==> config.mk <==
export PLATFORM = sky130hd
export DESIGN_NAME = system_config_misc_control
export DESIGN_NICKNAME = d
export VERILOG_FILES = /design/src/design/sysctl_pkg.sv /design/src/design/system_config_misc_control.sv
export SDC_FILE = /design/constraint.sdc
export NUM_CORES = 1
export LEC_CHECK = 0
export CORE_ASPECT_RATIO = 1.75
export CORE_MARGIN = 3
export CORE_UTILIZATION = 54
export DETAILED_ROUTE_END_ITERATION = 8
export DONT_BUFFER_PORTS = 1
export PLACE_DENSITY_LB_ADDON = 0.15
export SLEW_MARGIN = 20
export SYNTH_ARGS = -nofsm -noshare
export SYNTH_HDL_FRONTEND = slang
export SYNTH_SLANG_ARGS = --single-unit
export TNS_END_PERCENT = 100
==> constraint.sdc <==
create_clock -name I_CORE_CLK -period 1.6 [get_ports I_CORE_CLK]
set_clock_uncertainty 0.2 [all_clocks]
set_input_delay 0.16 -clock I_CORE_CLK [delete_from_list [all_inputs] [get_ports I_CORE_CLK]]
set_output_delay 0.16 -clock I_CORE_CLK [all_outputs]
set_load 0.02 [all_outputs]
==> src/design/sysctl_pkg.sv <==
package sysctl_pkg;
    // ------------------------------------------------------------
    // register addresses
    // ------------------------------------------------------------
    localparam logic [35:0] ADDR_CONFIG = 36'h070180000;
    localparam logic [35:0] ADDR_AUX1 = 36'h007190000;
    localparam logic [35:0] ADDR_AUX2 = 36'h719100000;
    localparam logic [35:0] ADDR_DIAG = 36'h070180010;
    localparam logic [35:0] ADDR_MODEM = 36'h070180020;
    // ------------------------------------------------------------
    // configuration fields
    // ------------------------------------------------------------
    localparam int CFG_RING_IRQ_EN = 4;
    localparam int CFG_PFAIL_EN = 3;
    localparam int CFG_DENS_SRC = 2;
    localparam int CFG_RING_SEL = 1;
    localparam int CFG_ALT_MODE = 0;
    localparam logic [4:0] CFG_RESET = 5'h00;
    // ------------------------------------------------------------
    // auxiliary 1 fields
    // ------------------------------------------------------------
    localparam int AUX1_DENS_SENSE = 5;
    localparam int AUX1_LINK_TEST = 3;
    localparam int AUX1_MON_MSE = 2;
    localparam int AUX1_TERM_CNT = 1;
    localparam int AUX1_LED = 0;
    localparam logic [3:0] AUX1_RESET = 4'h0;
    // ------------------------------------------------------------
    // auxiliary 2 fields
    // ------------------------------------------------------------
    localparam int AUX2_PFAIL = 5;
    localparam int AUX2_PFAIL_CLR = 1;
    localparam int AUX2_POWER_OFF = 0;
    localparam logic [7:0] AUX2_RESET = 8'h00;
    localparam logic [7:0] AUX2_SPARE_MASK = 8'hDC;
    // ------------------------------------------------------------
    // modem fields
    // ------------------------------------------------------------
    localparam int MODEM_RING_LEVEL = 2;
    localparam int MODEM_EDGE_SEL = 1;
    localparam int MODEM_PENDING = 0;
    localparam logic [1:0] MODEM_RESET = 2'h0;
    // ------------------------------------------------------------
    // timing
    // ------------------------------------------------------------
    localparam int TC_PULSE_CLKS = 4;
    localparam logic [2:0] TC_PULSE_LEN = 3'(TC_PULSE_CLKS);
endpackage

==> src/design/system_config_misc_control.sv <==
// Local design decision: strobed register access.
`timescale 1ns/1ps
// Overview of operation
// - reset clears configuration register
// - bit 4 off blocks modem interrupt
// - bit 3 enables power-fail error interrupt
// - bit 1 routes ring to level 15
// - bit 2 picks density output source
// - alternate-mode interrupts off when bit 0 clear
// - diagnostic byte survives reset
// - aux1 reset clears outputs, unused read zero
// - aux1 bit 5 reads density sense pin
// - aux1 bit 3 drives link test pin
// - aux1 bit 2 drives monitor/mouse select
// - aux1 bit 1 write fires 4-clock pulse
// - aux1 bit 0 drives system LED
// - reset clears aux2 register
// - aux2 spare bits stored, no effect
// - power-fail status set, cleared by write/disable
// - battery or power-good low sets status
// - aux2 bit 0 drives power-off pin
// - modem reset clears low bits, upper zero
// - modem bit 2 mirrors ring pin
// - edge select 0 interrupts on falling edge
// - modem pending bit raises level 5
module system_config_misc_control (
    input wire logic I_CORE_CLK,               // system clock
    input wire logic I_RST,                    // async reset, high
    input wire logic [35:0] I_ADDR,            // register address
    input wire logic [7:0] I_WDATA,            // write data
    input wire logic I_WR,                     // write strobe
    input wire logic I_RD,                     // read strobe
    output logic [7:0] O_RDATA,                // read data
    input wire logic I_POWER_FAIL_N,           // power fail, low active
    input wire logic I_BATTERY_STATUS,         // battery ok, 0 = bad
    input wire logic I_POWER_GOOD,             // supply ok, 0 = bad
    input wire logic I_RING_INPUT_PIN,         // ring / msi pin
    input wire logic I_FLOPPY_DENSITY_SENSE_PIN, // density sense
    input wire logic I_FLOPPY_MOTOR_EN2,       // floppy motor enable 2
    input wire logic I_DENSITY_DEFAULT,        // default density source
    input wire logic I_ALT_MODE_IRQ,           // alternate-mode irq source
    output logic O_FLOPPY_DENSITY_SELECT,      // density select out
    output logic O_TERMINAL_COUNT_PULSE,       // floppy terminal count
    output logic O_SYSTEM_LED,                 // front panel led
    output logic O_LINK_TEST_EN,               // transceiver link test
    output logic O_MONITOR_MOUSE_SELECT,       // monitor/mouse mux
    output logic O_POWER_OFF,                  // power supply off
    output logic O_ALT_MODE_SEL,               // muxed pin function
    output logic O_ALT_MODE_IRQ,               // alternate-mode irq out
    output logic O_MODULE_ERROR_IRQ,           // level 15 interrupt
    output logic O_RING_INDICATE_IRQ           // level 5 interrupt
);
    // ------------------------------------------------------------
    // storage
    // ------------------------------------------------------------
    logic [4:0] config_reg;
    logic [7:0] diag;
    logic [3:0] aux1;
    logic [7:0] aux2;
    logic [1:0] modem;
    logic [2:0] tc_count;
    logic ring_prev;
    logic wr_cfg, wr_aux1, wr_aux2, wr_diag, wr_modem;
    logic ring_edge, pfail_event, next_pfail;

    function automatic logic hit(input logic [35:0] a,
                                 input logic [35:0] r);
        hit = (a == r);
    endfunction

    assign wr_cfg = I_WR && hit(I_ADDR, sysctl_pkg::ADDR_CONFIG);
    assign wr_aux1 = I_WR && hit(I_ADDR, sysctl_pkg::ADDR_AUX1);
    assign wr_aux2 = I_WR && hit(I_ADDR, sysctl_pkg::ADDR_AUX2);
    assign wr_diag = I_WR && hit(I_ADDR, sysctl_pkg::ADDR_DIAG);
    assign wr_modem = I_WR && hit(I_ADDR, sysctl_pkg::ADDR_MODEM);

    // ------------------------------------------------------------
    // configuration
    // ------------------------------------------------------------
    always_ff @(posedge I_CORE_CLK or posedge I_RST) begin
        if (I_RST) begin
            config_reg <= sysctl_pkg::CFG_RESET;
        end else if (wr_cfg) begin
            config_reg <= I_WDATA[4:0];
        end
    end

    // diagnostic byte has no reset
    always_ff @(posedge I_CORE_CLK) begin
        if (wr_diag) begin
            diag <= I_WDATA;
        end
    end

    // ------------------------------------------------------------
    // auxiliary 1
    // ------------------------------------------------------------
    always_ff @(posedge I_CORE_CLK or posedge I_RST) begin
        if (I_RST) begin
            aux1 <= sysctl_pkg::AUX1_RESET;
        end else if (wr_aux1) begin
            aux1 <= {I_WDATA[3:2], 1'b0, I_WDATA[0]};
        end
    end

    always_ff @(posedge I_CORE_CLK or posedge I_RST) begin
        if (I_RST) begin
            tc_count <= 3'h0;
        end else if (wr_aux1 && I_WDATA[sysctl_pkg::AUX1_TERM_CNT]) begin
            tc_count <= sysctl_pkg::TC_PULSE_LEN;
        end else if (tc_count != 3'h0) begin
            tc_count <= tc_count - 3'h1;
        end
    end

    // ------------------------------------------------------------
    // auxiliary 2 and power fail
    // ------------------------------------------------------------
    assign pfail_event = config_reg[sysctl_pkg::CFG_PFAIL_EN] &&
        !I_POWER_FAIL_N;
    always_comb begin
        next_pfail = aux2[sysctl_pkg::AUX2_PFAIL];
        if (wr_aux2 && I_WDATA[sysctl_pkg::AUX2_PFAIL_CLR]) begin
            next_pfail = 1'b0;
        end
        if (!config_reg[sysctl_pkg::CFG_PFAIL_EN]) begin
            next_pfail = 1'b0;
        end
        if (pfail_event || !I_BATTERY_STATUS || !I_POWER_GOOD) begin
            next_pfail = 1'b1;
        end
    end

    always_ff @(posedge I_CORE_CLK or posedge I_RST) begin
        if (I_RST) begin
            aux2 <= sysctl_pkg::AUX2_RESET;
        end else begin
            if (wr_aux2) begin
                aux2[7:6] <= I_WDATA[7:6];
                aux2[4:2] <= I_WDATA[4:2];
                aux2[sysctl_pkg::AUX2_POWER_OFF] <=
                    I_WDATA[sysctl_pkg::AUX2_POWER_OFF];
            end
            aux2[sysctl_pkg::AUX2_PFAIL] <= next_pfail;
            aux2[sysctl_pkg::AUX2_PFAIL_CLR] <= 1'b0;
        end
    end

    // ------------------------------------------------------------
    // modem ring
    // ------------------------------------------------------------
    always_ff @(posedge I_CORE_CLK or posedge I_RST) begin
        if (I_RST) begin
            ring_prev <= 1'b1;
        end else begin
            ring_prev <= I_RING_INPUT_PIN;
        end
    end

    // falling edge at select 0, rising at select 1
    assign ring_edge = modem[sysctl_pkg::MODEM_EDGE_SEL] ?
        (!ring_prev && I_RING_INPUT_PIN) :
        (ring_prev && !I_RING_INPUT_PIN);

    always_ff @(posedge I_CORE_CLK or posedge I_RST) begin
        if (I_RST) begin
            modem <= sysctl_pkg::MODEM_RESET;
        end else begin
            if (wr_modem) begin
                modem[sysctl_pkg::MODEM_EDGE_SEL] <=
                    I_WDATA[sysctl_pkg::MODEM_EDGE_SEL];
            end
            if (config_reg[sysctl_pkg::CFG_RING_IRQ_EN] &&
                !config_reg[sysctl_pkg::CFG_RING_SEL] && ring_edge) begin
                modem[sysctl_pkg::MODEM_PENDING] <= 1'b1;
            end else if (wr_modem &&
                         !I_WDATA[sysctl_pkg::MODEM_PENDING]) begin
                modem[sysctl_pkg::MODEM_PENDING] <= 1'b0;
            end
        end
    end

    // ------------------------------------------------------------
    // read port
    // ------------------------------------------------------------
    always_ff @(posedge I_CORE_CLK or posedge I_RST) begin
        if (I_RST) begin
            O_RDATA <= 8'h00;
        end else if (!I_RD) begin
            O_RDATA <= 8'h00;
        end else if (hit(I_ADDR, sysctl_pkg::ADDR_CONFIG)) begin
            O_RDATA <= {3'h0, config_reg};
        end else if (hit(I_ADDR, sysctl_pkg::ADDR_AUX1)) begin
            O_RDATA <= {2'h0, I_FLOPPY_DENSITY_SENSE_PIN, 1'b0,
                        aux1[3:2], 1'b0, aux1[0]};
        end else if (hit(I_ADDR, sysctl_pkg::ADDR_AUX2)) begin
            O_RDATA <= aux2;
        end else if (hit(I_ADDR, sysctl_pkg::ADDR_DIAG)) begin
            O_RDATA <= diag;
        end else if (hit(I_ADDR, sysctl_pkg::ADDR_MODEM)) begin
            O_RDATA <= {5'h00, I_RING_INPUT_PIN, modem};
        end else begin
            O_RDATA <= 8'h00;
        end
    end

    // ------------------------------------------------------------
    // pins and interrupts
    // ------------------------------------------------------------
    always_ff @(posedge I_CORE_CLK or posedge I_RST) begin
        if (I_RST) begin
            O_FLOPPY_DENSITY_SELECT <= 1'b0;
            O_ALT_MODE_IRQ <= 1'b0;
            O_MODULE_ERROR_IRQ <= 1'b0;
            O_RING_INDICATE_IRQ <= 1'b0;
        end else begin
            O_FLOPPY_DENSITY_SELECT <= config_reg[sysctl_pkg::CFG_DENS_SRC]
                ? I_FLOPPY_MOTOR_EN2 : I_DENSITY_DEFAULT;
            O_ALT_MODE_IRQ <= config_reg[sysctl_pkg::CFG_ALT_MODE] &&
                I_ALT_MODE_IRQ;
            O_MODULE_ERROR_IRQ <= next_pfail ||
                (config_reg[sysctl_pkg::CFG_RING_IRQ_EN] &&
                 config_reg[sysctl_pkg::CFG_RING_SEL] &&
                 !I_RING_INPUT_PIN);
            O_RING_INDICATE_IRQ <= config_reg[sysctl_pkg::CFG_RING_IRQ_EN]
                && !config_reg[sysctl_pkg::CFG_RING_SEL]
                && modem[sysctl_pkg::MODEM_PENDING];
        end
    end

    assign O_TERMINAL_COUNT_PULSE = (tc_count != 3'h0);
    assign O_SYSTEM_LED = aux1[sysctl_pkg::AUX1_LED];
    assign O_LINK_TEST_EN = aux1[sysctl_pkg::AUX1_LINK_TEST];
    assign O_MONITOR_MOUSE_SELECT = aux1[sysctl_pkg::AUX1_MON_MSE];
    assign O_POWER_OFF = aux2[sysctl_pkg::AUX2_POWER_OFF];
    assign O_ALT_MODE_SEL = config_reg[sysctl_pkg::CFG_ALT_MODE];
endmodule

; Yosys cells after proc, flatten, opt, wreduce, memory -nomap -nowiden
; Index checks and enable logic that the tools add are counted.
[word_totals]
out_inout_bits = 18
ff_bits = 41
word_cells = 65
latch_bits = 0
mem_count = 0
input_bits = 56
mem_bits_rw = 0
mem_bits_ro = 0
[classes]
n_reduce_logical = 30
n_mux = 15
add_sub_neg = 1
n_bitwise = 0
eq_ne = 5
multipliers = 0
n_lt_le_gt_ge = 0
div = 0
shift = 0
[op_table]
columns = operator, n
row1 = $eq A36 B31 Y1 const B, 3
row2 = $mux W8, 5
row3 = $eq A36 B27 Y1 const B, 1
row4 = $eq A36 B35 Y1 const B, 1
row5 = $logic_and A1 B1 Y1, 17
row6 = $mux W3, 3
row7 = $logic_not A1 Y1, 7
row8 = $mux W1, 7
row9 = $reduce_bool A2 Y1, 2
row10 = $logic_or A1 B1 Y1, 3
row11 = $reduce_bool A3 Y1, 1
row12 = $sub A3 B1 Y3 const B, 1

; Depth between registers and ports, before layout
; Gate-level depths: netlist of the first run.
[logic_depth]
ltp_word = 7
ltp_mapped = 6
ltp_nobuf = 5

; Worst setup path after synthesis of the first run
; No wires, ideal clock.
[synth_timing]
path_kind = input port to flip-flop
startpoint = input I_ADDR[18]
endpoint = register diag[0], enable pin
setup_time_ns = 0.373
slack_ns = -0.709
stages = 4
t_arrival_ns = 1.736
n_path_buf = 0
required_ns = 1.027
cell_sequence = or4b_4 -> nor4_4 -> and3_2 -> nor2b_1
[synth_via]
elab_chain_cells = 2
[synth_rtl]
columns = item, line
row1 = "start, declared", system_config_misc_control.sv:29  ; input wire logic [35:0] I_ADDR,
row2 = $eq A36 B31 Y1, system_config_misc_control.sv:68  ; hit = (a == r);
row3 = $logic_and A1 B1 Y1, system_config_misc_control.sv:74  ; assign wr_diag = I_WR && hit(I_ADDR, sysctl_pkg::ADDR_DIAG);
row4 = via wr_diag, system_config_misc_control.sv:63  ; logic wr_cfg, wr_aux1, wr_aux2, wr_diag, wr_modem;
row5 = "end signal, assigned", system_config_misc_control.sv:91  ; diag <= I_WDATA;
row6 = "end, declared", system_config_misc_control.sv:57  ; logic [7:0] diag;
; The timed path passes the listed nets, and every way through them passes these cells.
; A chain may end at the register's enable or synchronous reset.

; Final worst setup path of the first run
[layout_timing]
startpoint = input I_ADDR[18]
endpoint = register config_reg[3]
[layout_via]
elab_chain_cells = 2
[layout_rtl]
columns = item, line
row1 = $eq A36 B31 Y1, system_config_misc_control.sv:68
row2 = $logic_and A1 B1 Y1, system_config_misc_control.sv:71  ; assign wr_cfg = I_WR && hit(I_ADDR, sysctl_pkg::ADDR_CONFIG);
row3 = "end signal, assigned", system_config_misc_control.sv:82  ; config_reg <= sysctl_pkg::CFG_RESET;
row4 = "end signal, assigned", system_config_misc_control.sv:84  ; config_reg <= I_WDATA[4:0];
row5 = "end, declared", system_config_misc_control.sv:56  ; logic [4:0] config_reg;
; No other way between the ends.

==> results of run 1 <==
[timing repair]
item	in CTS	in global routing
buffers inserted	4	5
gates resized for setup	6	16
cloned	0	0
hold buffers	19	1
setup endpoints to repair	31	38
pin swaps	7	14
endpoints found under the hold margin	64	2
[synth_stat cells (2+ instances only)]
library cell / instances
nor4_1: 4
mux2_1: 2
edfxtp_1: 8
nor3_1: 2
nand3_1: 4
nand2_1: 10
a32o_1: 2
o22a_1: 2
ha_1: 2
or4b_4: 2
and2_1: 2
o21ai_0: 3
o211ai_1: 2
inv_1: 6
nor3_2: 3
nor2_1: 13
mux2_2: 14
nor2_2: 2
dfrtp_1: 32
nand3b_1: 3
and3b_1: 2
nor2b_1: 4
nand2b_1: 3
a22oi_1: 4
[layer usage]
metal | global-route usage [%] | share of wire, % | up-vias
li1 | - | - | 700
met1 | 25.4 | 35 | 761
met2 | 41.2 | 55 | 87
met3 | 5.45 | 7.9 | 13
met4 | 10.5 | 2.3 | 0
met5 | 0 | 0 | -
[report_power, final]
part / leakage (nW) / switching (W) / internal, W / total, W
sequential: 0.520 / 0.00000698 / 0.00107 / 0.00108
clock: 0.0445 / 0.000362 / 0.000351 / 0.000713
combinational: 0.567 / 0.0000555 / 0.0000571 / 0.000113
total: 1.13 / 0.000424 / 0.00148 / 0.00190
[worst min-delay path, delay by kind of cell]
family	cells	cell delay (ns)
AND/OR/NAND/NOR	3	0.25
[through the flow]
stage	setup TNS, ns	instance area [µm²]
6_report	-4.18	2660
5_1_grt	-6.11	2660
4_1_cts	-2.69	2550
3_5_place_dp	-14.16	2200
3_3_place_gp	-14.21	2200
2_1_floorplan	-10.21	1990
[kinds of logic (layout without fill, tap and decap cells)]
logic type | count (synthesis) | count (layout) | synth area share, %
AO/OA/AOI/OAI | 24 | 24 | 9.68
flip-flops | 41 | 41 | 55.0
XOR/XNOR | 1 | 1 | 0.452
buffers and inverters | 7 | 60 | 1.35
multiplexers | 17 | 17 | 9.81
AND/OR/NAND/NOR | 67 | 67 | 22.4
adder cells (fa/ha/maj) | 2 | 2 | 1.29
[worst max-delay path by stage]
stage	start	to	cells after the start
final	I_ADDR[18]	config_reg[3]	7
after global routing	I_ADDR[18]	modem[1]	6
after CTS	I_ADDR[18]	diag[6]	4
after detailed placement	I_ADDR[18]	diag[4]	4
after global placement	I_ADDR[18]	diag[4]	4
after floorplan	I_ADDR[18]	diag[0]	4
[layout make-up]
type / count / share of cell area, %
sequential: 41 / 40.2
clock buffer: 7 / 3.25
tap: 45 / 2.12
multi-input combinational: 111 / 37.0
timing repair buffer: 46 / 16.3
clock inverter: 1 / 0.283
inverter: 6 / 0.848
==> out/qor.csv, run 1 <==
stage,metric,value,unit
timing,worst hold slack,-0.0502,ns
critical_path,Critical Path Fanout Max,5,
clock_tree,TritonCTS clock tree,yes,
final_layout,fin nets,269,
critical_path,Worst R2R End,tc_count[1],
grt,first-pass GRT wire length,7620,µm
grt,GR Overflow Total,0,
synth,post-synthesis cell count,159,
final_layout,multi-input logic area,982,µm²
timing,Setup-failing EPs final,29,
route,Routed Antenna Nets,0,
critical_path,Buffers & Inverters on Critical Path,2,
hold_path,HP Start,I_ADDR[6],
critical_path,crit path capture type,register,
final_layout,ANT cells,0,
power_and_ir_drop,Leakage,1.13,nW
route,Starting DRT DRC Count,46,
floorplanning,core area,3430,µm²
hold_path,worst hold path class,input port to register,
timing,Slew headroom,72.1,%
synth,Yosys reg bits,41,
critical_path,R2R setup slack,0.10,ns
timing,Final Cycle Share,116,%
route,DRT Wirelength,5040,µm
final_layout,Layout area overhead,36.9,%
clock_tree,number of buffers created by CTS,5,
route,routed len/inst,19.6,µm
place,dpl ws,-0.509,ns
floorplanning,Die W,51.3,µm
synth,Syn. warnings,0,
critical_path,CP top delay family,simple AND/OR/NAND/NOR gates,
clock_tree,"CTS clk-pin slew, worst paths",0.08,ns
route,via count,1561,
clock_tree,CTS H-Tree Depth,2,
critical_path,crit-path max cell delay,0.56,ns
flow_run,MaxCap Viol Count,0,
synth,Synth Net Count,217,
status,status,"complete, but fails checks",
clock_tree,clk_lat worst skew,0.29,ns
final_layout,share of cells above drive strength 1,37.7,%
final_layout,post-route insts no fill,257,
clock_tree,CTS Sinks,41,
route,first drt pass iteration count,4,
timing,RSZ-0062 raised after global routing,true,
timing,Hold Fails Final Rpt,1,
synth,Synth Flop Type,dfrtp_1,
power_and_ir_drop,Worst VDD drop,0.000748,V
synth,Async SR Flop Fraction,80.5,%
synth,syn_area_per_cell,12.2,µm²
synth,Synth top area share,41.3,%
grt,antenna violations before repair,0,
timing,final setup margin,-0.250,ns
floorplanning,Die ar.,4370,µm²
status,failing checks,"hold timing, setup timing",
synth,largest cells by area after synthesis,"dfrtp_1 41%, edfxtp_1 12%, mux2_2 8.1%",
synth,register area share after synthesis,55.0,%
timing,max-slew violations,0,
floorplanning,Initial Util,56.5,%
power_and_ir_drop,power per cell area,716,nW/µm²
final_layout,largest registers,"O_RDATA x8, diag x8, aux2 x7",
synth,Netlist Area Pre-Place,1940,µm²
place,# placed instances,222,
critical_path,"Req. time, crit path",1.58,ns
final_layout,Layout fillers,242,
place,RD Place Congestion,0.944,
synth,cell taking the most area after synthesis,dfrtp_1,
synth,post-synth cell types,52,
timing,Tmin final,1.85,ns
final_layout,register area,1070,µm²
grt,largest net degree at the start of global routing,34,
final_layout,"commonest non-fill, non-tap cell in the layout",dfrtp_1,
place,number of port buffers,0,
route,DRC errors left,0,
power_and_ir_drop,Power Total,0.00190,W
critical_path,worst r2r src,tc_count[0],
critical_path,crit path cell chain,or4b_4 -> buf_4 -> nor4_4 -> nand2_1 -> nor2_2 -> buf_6 -> mux2_2,
final_layout,"commonest non-fill, non-tap cells in the layout","32 x dfrtp_1, 21 x buf_4, 19 x dlygate4sd3_1",
timing,fmax,541,MHz
hold_path,Hold Path Sink,O_RDATA[1],
route,mean number of vias per cell,6.07,
floorplanning,Die Y,85.3,µm
critical_path,CP arrival,1.83,ns
timing,Worst Max-Slew Pin Slew,0.418,ns
place,HPWL after DPL,3480,µm
clock_tree,root buffer cell,clkbuf_8,
final_layout,"Core Util, Final",77.3,%
hold_path,Hold Crit Depth,3,
critical_path,crit path launch type,input port,
floorplanning,row count,28,
grt,Tot GR Track Use,23.2,%
clock_tree,clk buf depth,2,
critical_path,Setup Crit Path Kind,input port to register,
critical_path,R2R cell count,5,
floorplanning,num ports,74,
critical_path,Slowest cell on crit path,or4b_4,
synth,"EDFF count, synth",8,
grt,vias in the first global route,1712,
Note: power is estimated with default switching activity, not from simulation.
==> run 2: changes to the inputs <==
==> constraint.sdc (replaced) <==
create_clock -name I_CORE_CLK -period 1.6 [get_ports I_CORE_CLK]
set_clock_uncertainty 0.2 [all_clocks]
set_input_delay 0.16 -clock I_CORE_CLK [delete_from_list [all_inputs] [get_ports I_CORE_CLK]]
set_output_delay 0.16 -clock I_CORE_CLK [all_outputs]
set_load 0.1 [all_outputs]
==> run 2 against run 1 <==
Compared with the run above:
- the flow finishes with violations (setup timing)
- critical path type unchanged
- die area unchanged
- final cell count grew 8.6%
- clock-buffer cell count stayed put
==> out/qor.csv, run 2 (same netlist as run 1, synthesis figures left out) <==
stage,metric,value,unit,change
status,status,"complete, but fails checks",,
status,failing checks,setup timing,,
critical_path,"Req. time, crit path",1.59,ns,about the same
critical_path,crit path launch type,input port,,
timing,final setup margin,-0.225,ns,+0.0249 ns
timing,Sum Neg Setup Slack,-3.75,ns,+0.432 ns
timing,Final Cycle Share,114,%,-1.6 points
critical_path,crit path capture type,register,,
route,DRT Wirelength,5590,µm,+11%
final_layout,largest registers,"O_RDATA x8, diag x8, aux2 x7",,
grt,largest net degree at the start of global routing,34,,unchanged
final_layout,"commonest non-fill, non-tap cells in the layout","41 x buf_4, 32 x dfrtp_1, 20 x dlygate4sd3_1",,
timing,RSZ-0062 raised after global routing,true,,
place,HPWL after DPL,3660,µm,+5.1%
route,mean number of vias per cell,6.04,,-0.63%
floorplanning,Die ar.,4370,µm²,unchanged
clock_tree,CTS H-Tree Depth,2,,unchanged
timing,max-slew violations,0,,unchanged
timing,fmax,548,MHz,+1.4%
floorplanning,Die W,51.3,µm,unchanged
critical_path,Setup Crit Path Kind,input port to register,,
flow_run,MaxCap Viol Count,0,,unchanged
floorplanning,row count,28,,unchanged
place,RD Place Congestion,0.921,,-2.4%
grt,first-pass GRT wire length,8150,µm,+7.0%
grt,GR Overflow Total,0,,unchanged
power_and_ir_drop,Switching Fraction,21.9,%,-0.38 points
critical_path,R2R setup slack,0.18,ns,+0.08 ns
hold_path,Hold Path Sink,modem[0],,
floorplanning,Die Y,85.3,µm,unchanged
power_and_ir_drop,power per cell area,683,nW/µm²,-4.7%
route,Starting DRT DRC Count,41,,-11%
floorplanning,core area,3430,µm²,unchanged
power_and_ir_drop,Clock power frac,37.7,%,+0.2 points
timing,Slew headroom,64.6,%,-7.5 points
final_layout,Layout fillers,224,,-7.4%
final_layout,ANT cells,0,,unchanged
clock_tree,number of buffers created by CTS,5,,unchanged
grt,vias in the first global route,1772,,+3.5%
power_and_ir_drop,switching pwr,0.000428,W,+0.83%
timing,Tmin final,1.82,ns,-0.0249 ns
clock_tree,CTS Sinks,41,,unchanged
floorplanning,num ports,74,,unchanged
final_layout,"commonest non-fill, non-tap cell in the layout",buf_4,,
final_layout,fin nets,291,,+8.2%
clock_tree,clk buf depth,2,,unchanged
timing,Worst Max-Slew Pin Slew,0.526,ns,+0.108 ns
critical_path,Worst R2R End,O_RDATA[0],,
final_layout,"Core Util, Final",83.2,%,+5.9 points
power_and_ir_drop,sequential share of power,55.0,%,-1.6 points
critical_path,worst r2r src,modem[0],,
clock_tree,"CTS clk-pin slew, worst paths",0.08,ns,about the same
clock_tree,TritonCTS clock tree,yes,,
power_and_ir_drop,Int Pwr,0.00152,W,+3.1%
route,routed len/inst,20.0,µm,+2.2%
grt,Tot GR Track Use,25.4,%,+2.2 points
place,Area after DPL,2340,µm²,+6.5%
final_layout,Layout area overhead,47.3,%,
route,DRC errors left,0,,unchanged
hold_path,HP Start,I_WR,,
timing,Setup-failing EPs final,28,,-3.4%
route,Routed Antenna Nets,0,,unchanged
critical_path,Critical Path Fanout Max,4,,-1
hold_path,worst hold path class,input port to register,,
place,number of port buffers,0,,unchanged
critical_path,R2R cell count,3,,-2
final_layout,register area,1070,µm²,unchanged
power_and_ir_drop,Worst VDD drop,0.000854,V,+14%
final_layout,final instance area,2860,µm²,+7.6%
clock_tree,clk_lat worst skew,0.30,ns,about the same
floorplanning,Initial Util,56.5,%,unchanged
final_layout,share of cells above drive strength 1,44.0,%,+6.3 points
route,via count,1684,,+7.9%
grt,antenna violations before repair,0,,unchanged
power_and_ir_drop,Leakage,1.28,nW,+13%
route,first drt pass iteration count,6,,+2
critical_path,CP arrival,1.81,ns,-0.02 ns
hold_path,Hold Crit Depth,4,,+1
final_layout,multi-input logic area,1010,µm²,+3.2%
timing,Hold Fails Final Rpt,0,,-1
clock_tree,root buffer cell,clkbuf_8,,
power_and_ir_drop,Combinational Power Share,7.3,%,+1.4 points
[run 2: cell count changes in the layout (fill, tap and decap cells not counted), moves of 2 or more]
cell / delta
nor3_4: +3
a22oi_1: +2
mux2_2: -3
mux2_4: +3
nor3_1: -2
buf_4: +20
a22oi_2: -2
buf_6: +2
[run 2: critical path, cell delays in order]
cell     delay [ns]
or4b_4         0.56
nor4_4         0.35
buf_4          0.19
nand2_4        0.07
nor3_4         0.17
mux2_4         0.32
[run 2: worst max path at each step]
stage                           to  slack, ns  depth (start not counted)  startpoint
after global placement     diag[5]      -0.51                          4  I_ADDR[18]
after detailed placement   diag[6]      -0.55                          4  I_ADDR[18]
after global routing      modem[1]      -0.29                          6  I_ADDR[18]
final                     modem[1]      -0.22                          6  I_ADDR[18]
after floorplan            diag[0]      -0.44                          4  I_ADDR[18]
after CTS                 modem[1]      -0.21                          6  I_ADDR[18]
[run 2: layer usage]
metal  routed length (µm)  GRT usage (%)  share of wire [%]
met1                 1940           27.7                 35
met2                 3070           45.0                 55
met3                  349           4.92                6.2
met4                  237           13.6                4.2
met5                    0              0                  0
[run 2: power by group through the flow]
stage          Clock, W  Combinational [W]  Sequential [W]
3_5_place_dp          0          0.0000875         0.00109
5_1_grt        0.000787           0.000153         0.00107
4_1_cts        0.000750           0.000135         0.00107
3_3_place_gp          0          0.0000838         0.00109
6_report       0.000735           0.000143         0.00107
2_1_floorplan         0          0.0000454         0.00111
[run 2: timing repair]
| action | 4_1_cts | 5_1_grt |
|---|---|---|
| gates resized for setup | 15 | 16 |
| hold buffers | 19 | 2 |
| buffers inserted | 8 | 5 |
| hold endpoints to repair | 65 | 4 |
| endpoints found under the setup margin | 35 | 38 |
| pin swaps | 13 | 8 |
[run 2: cell type report]
class / instances / share of cell area (%)
timing repair buffer: 68 / 20.8
clock inverter: 1 / 0.175
tap: 45 / 1.97
inverter: 6 / 0.788
sequential: 41 / 37.4
multi-input combinational: 111 / 35.5
clock buffer: 7 / 3.37
[run 2: stage by stage]
stage	setup WS (ns)	hold slack [ns]	std cells	total power [W]
finish	-0.225	0.0445	279	0.00195
global route	-0.290	0.0583	279	0.00201
CTS	-0.206	-0.249	274	0.00196
detailed placement	-0.548	-0.0388	240	0.00118
global placement	-0.506	-0.0464	240	0.00118
floorplan	-0.438	-0.0355	159	0.00116
==> run 3: changes to the inputs <==
--- a/config.mk
+++ b/config.mk
@@ -11,6 +11,7 @@
 export DETAILED_ROUTE_END_ITERATION = 8
 export DONT_BUFFER_PORTS = 1
 export PLACE_DENSITY_LB_ADDON = 0.15
+export SETUP_SLACK_MARGIN = 0.2
 export SLEW_MARGIN = 20
 export SYNTH_ARGS = -nofsm -noshare
 export SYNTH_HDL_FRONTEND = slang
==> run 3 against run 2 <==
Compared with the run above:
- worst hold slack worse by 0.042 ns
- combinational power is essentially flat
- final cell count is 2.2% higher
- non-clock buffer count rose by 6
- flip-flop and latch count unchanged
- first-iteration DRC count grew 80%
- die area stayed put
- the run still ends with setup timing left
- largest power group unchanged
==> out/qor.csv, run 3 (same netlist as run 1, synthesis figures left out) <==
stage,metric,value,unit,change
status,status,"complete, but fails checks",,
status,failing checks,setup timing,,
critical_path,crit-path max cell delay,0.56,ns,about the same
final_layout,multi-input logic area,1020,µm²,+0.62%
route,Routed Antenna Nets,0,,unchanged
timing,Hold Fails Final Rpt,0,,unchanged
place,RD Place Congestion,0.897,,-2.6%
floorplanning,Die W,51.3,µm,unchanged
timing,final setup margin,-0.289,ns,-0.0639 ns
timing,Slew headroom,73.0,%,+8.4 points
route,mean number of vias per cell,5.98,,-0.94%
clock_tree,"CTS clk-pin slew, worst paths",0.07,ns,about the same
critical_path,WP depth,5,,-1
hold_path,Hold Path Sink,modem[0],,
final_layout,fin nets,297,,+2.1%
place,dpl ws,-0.559,ns,-0.0114 ns
floorplanning,row count,28,,unchanged
final_layout,"Core Util, Final",84.5,%,+1.3 points
route,routed len/inst,21.1,µm,+5.3%
critical_path,R2R cell count,5,,+2
final_layout,Layout fillers,189,,-16%
timing,Worst Max-Slew Pin Slew,0.401,ns,-0.125 ns
route,via count,1704,,+1.2%
hold_path,HP Start,I_ADDR[4],,
final_layout,register area,1070,µm²,+0.12%
clock_tree,root buffer cell,clkbuf_8,,
route,DRC errors left,0,,unchanged
critical_path,"Req. time, crit path",1.58,ns,about the same
grt,GR Overflow Total,0,,unchanged
timing,Tmin final,1.89,ns,+0.0639 ns
final_layout,Layout area overhead,49.5,%,
final_layout,largest registers,"O_RDATA x8, diag x8, aux2 x7",,
timing,Setup-failing EPs final,32,,+14%
hold_path,Hold Crit Depth,3,,-1
hold_path,worst hold path class,input port to register,,
critical_path,crit path launch type,input port,,
final_layout,ANT cells,0,,unchanged
final_layout,"commonest non-fill, non-tap cell in the layout",buf_4,,
critical_path,worst r2r src,tc_count[0],,
floorplanning,core area,3430,µm²,unchanged
clock_tree,clk_lat worst skew,0.29,ns,about the same
timing,Sum Neg Setup Slack,-5.32,ns,-1.57 ns
timing,fmax,529,MHz,-3.4%
critical_path,CP top delay family,simple AND/OR/NAND/NOR gates,,
route,DRT Wirelength,6010,µm,+7.5%
floorplanning,Die Y,85.3,µm,unchanged
critical_path,Setup Crit Path Kind,input port to register,,
clock_tree,CTS H-Tree Depth,2,,unchanged
power_and_ir_drop,Leakage,1.27,nW,-0.30%
timing,RSZ-0062 raised after global routing,true,,
place,HPWL after DPL,3690,µm,+0.85%
floorplanning,Die ar.,4370,µm²,unchanged
route,first drt pass iteration count,4,,-2
critical_path,Slowest cell on crit path,or4b_4,,
critical_path,crit path cell chain,or4b_4 -> nor4_4 -> nand2_1 -> nor3_2 -> mux2_1,,
clock_tree,number of buffers created by CTS,5,,unchanged
power_and_ir_drop,power per cell area,648,nW/µm²,-5.1%
critical_path,CP arrival,1.87,ns,+0.06 ns
critical_path,R2R setup slack,0.18,ns,about the same
clock_tree,TritonCTS clock tree,yes,,
grt,vias in the first global route,1890,,+6.7%
floorplanning,Initial Util,56.5,%,unchanged
grt,largest net degree at the start of global routing,34,,unchanged
clock_tree,clk buf depth,2,,unchanged
floorplanning,num ports,74,,unchanged
critical_path,Critical Path Fanout Max,5,,+1
route,Starting DRT DRC Count,74,,+80%
grt,Tot GR Track Use,27.9,%,+2.5 points
clock_tree,CTS Sinks,41,,unchanged
critical_path,Worst R2R End,tc_count[2],,
grt,antenna violations before repair,0,,unchanged
power_and_ir_drop,Worst VDD drop,0.000621,V,-27%
clock_tree,Post-CTS Hold Buffers,19,,unchanged
timing,max-slew violations,0,,unchanged
critical_path,crit path capture type,register,,
final_layout,"commonest non-fill, non-tap cells in the layout","44 x buf_4, 31 x dfrtp_1, 19 x dlygate4sd3_1",,
flow_run,MaxCap Viol Count,0,,unchanged
grt,first-pass GRT wire length,8980,µm,+10%
critical_path,Buffers & Inverters on Critical Path,0,,-1
place,number of port buffers,0,,unchanged
timing,Final Cycle Share,118,%,+4.0 points
final_layout,share of cells above drive strength 1,45.8,%,+1.8 points
[run 3: changes by cell type in the layout (fill, tap and decap cells not counted), moves of 3 or more]
cell | before | now
clkbuf_1 | 0 | 3
mux2_2 | 5 | 8
buf_4 | 41 | 44
buf_6 | 6 | 10
mux2_4 | 11 | 7
[run 3: worst register-to-register path, delay by kind of cell, from the launching register on]
family          cells  cell delay (ns)
simple gates        1             0.06
buf+inv             2             0.20
fa+ha+maj           1             0.18
compound gates      1             0.27
flops               1             0.40
[run 3: worst max-delay path by stage]
stage	endpoint	from	slack [ns]
2_1_floorplan	diag[0]	I_ADDR[18]	-0.44
3_3_place_gp	diag[4]	I_ADDR[18]	-0.50
3_5_place_dp	diag[4]	I_ADDR[18]	-0.56
4_1_cts	modem[1]	I_ADDR[18]	-0.22
5_1_grt	modem[1]	I_ADDR[34]	-0.38
6_report	modem[1]	I_ADDR[34]	-0.29
[run 3: report_power, final]
group          internal (W)  leakage, nW  switching (W)
logic             0.0000610        0.716      0.0000808
clock network      0.000310       0.0395       0.000353
registers           0.00107        0.518     0.00000346
[run 3: cell type report]
type	instances	area share (%)
Sequential cell	41	36.8
Multi-Input combinational cell	111	35.2
Timing Repair Buffer	74	22.5
Clock buffer	8	2.76
Tap cell	45	1.94
Inverter	6	0.777
[run 3: repair_timing]
item | 4_1_cts | 5_1_grt
hold endpoints to repair | 65 | 1
pin swaps | 10 | 14
buffers inserted | 14 | 4
setup endpoints to repair | 38 | 38
gates cloned | 0 | 0
resized for setup | 21 | 12
[run 3: per-layer routing]
metal	wire (µm)	vias up	global-route usage [%]
met5	0	-	0
met4	163	0	10.3
met3	395	12	5.98
met2	3400	92	51.9
met1	2050	841	29.8
li1	-	759	-
[run 3: per-stage QoR]
step                power [W]  instances  instance area, µm²  hold slack (ns)
finish                0.00188        285                2900          0.00297
global route          0.00193        285                2900           0.0152
floorplan             0.00116        159                2000          -0.0355
global placement      0.00118        240                2340          -0.0470
CTS                   0.00187        281                2820          -0.0208
detailed placement    0.00118        240                2340          -0.0389
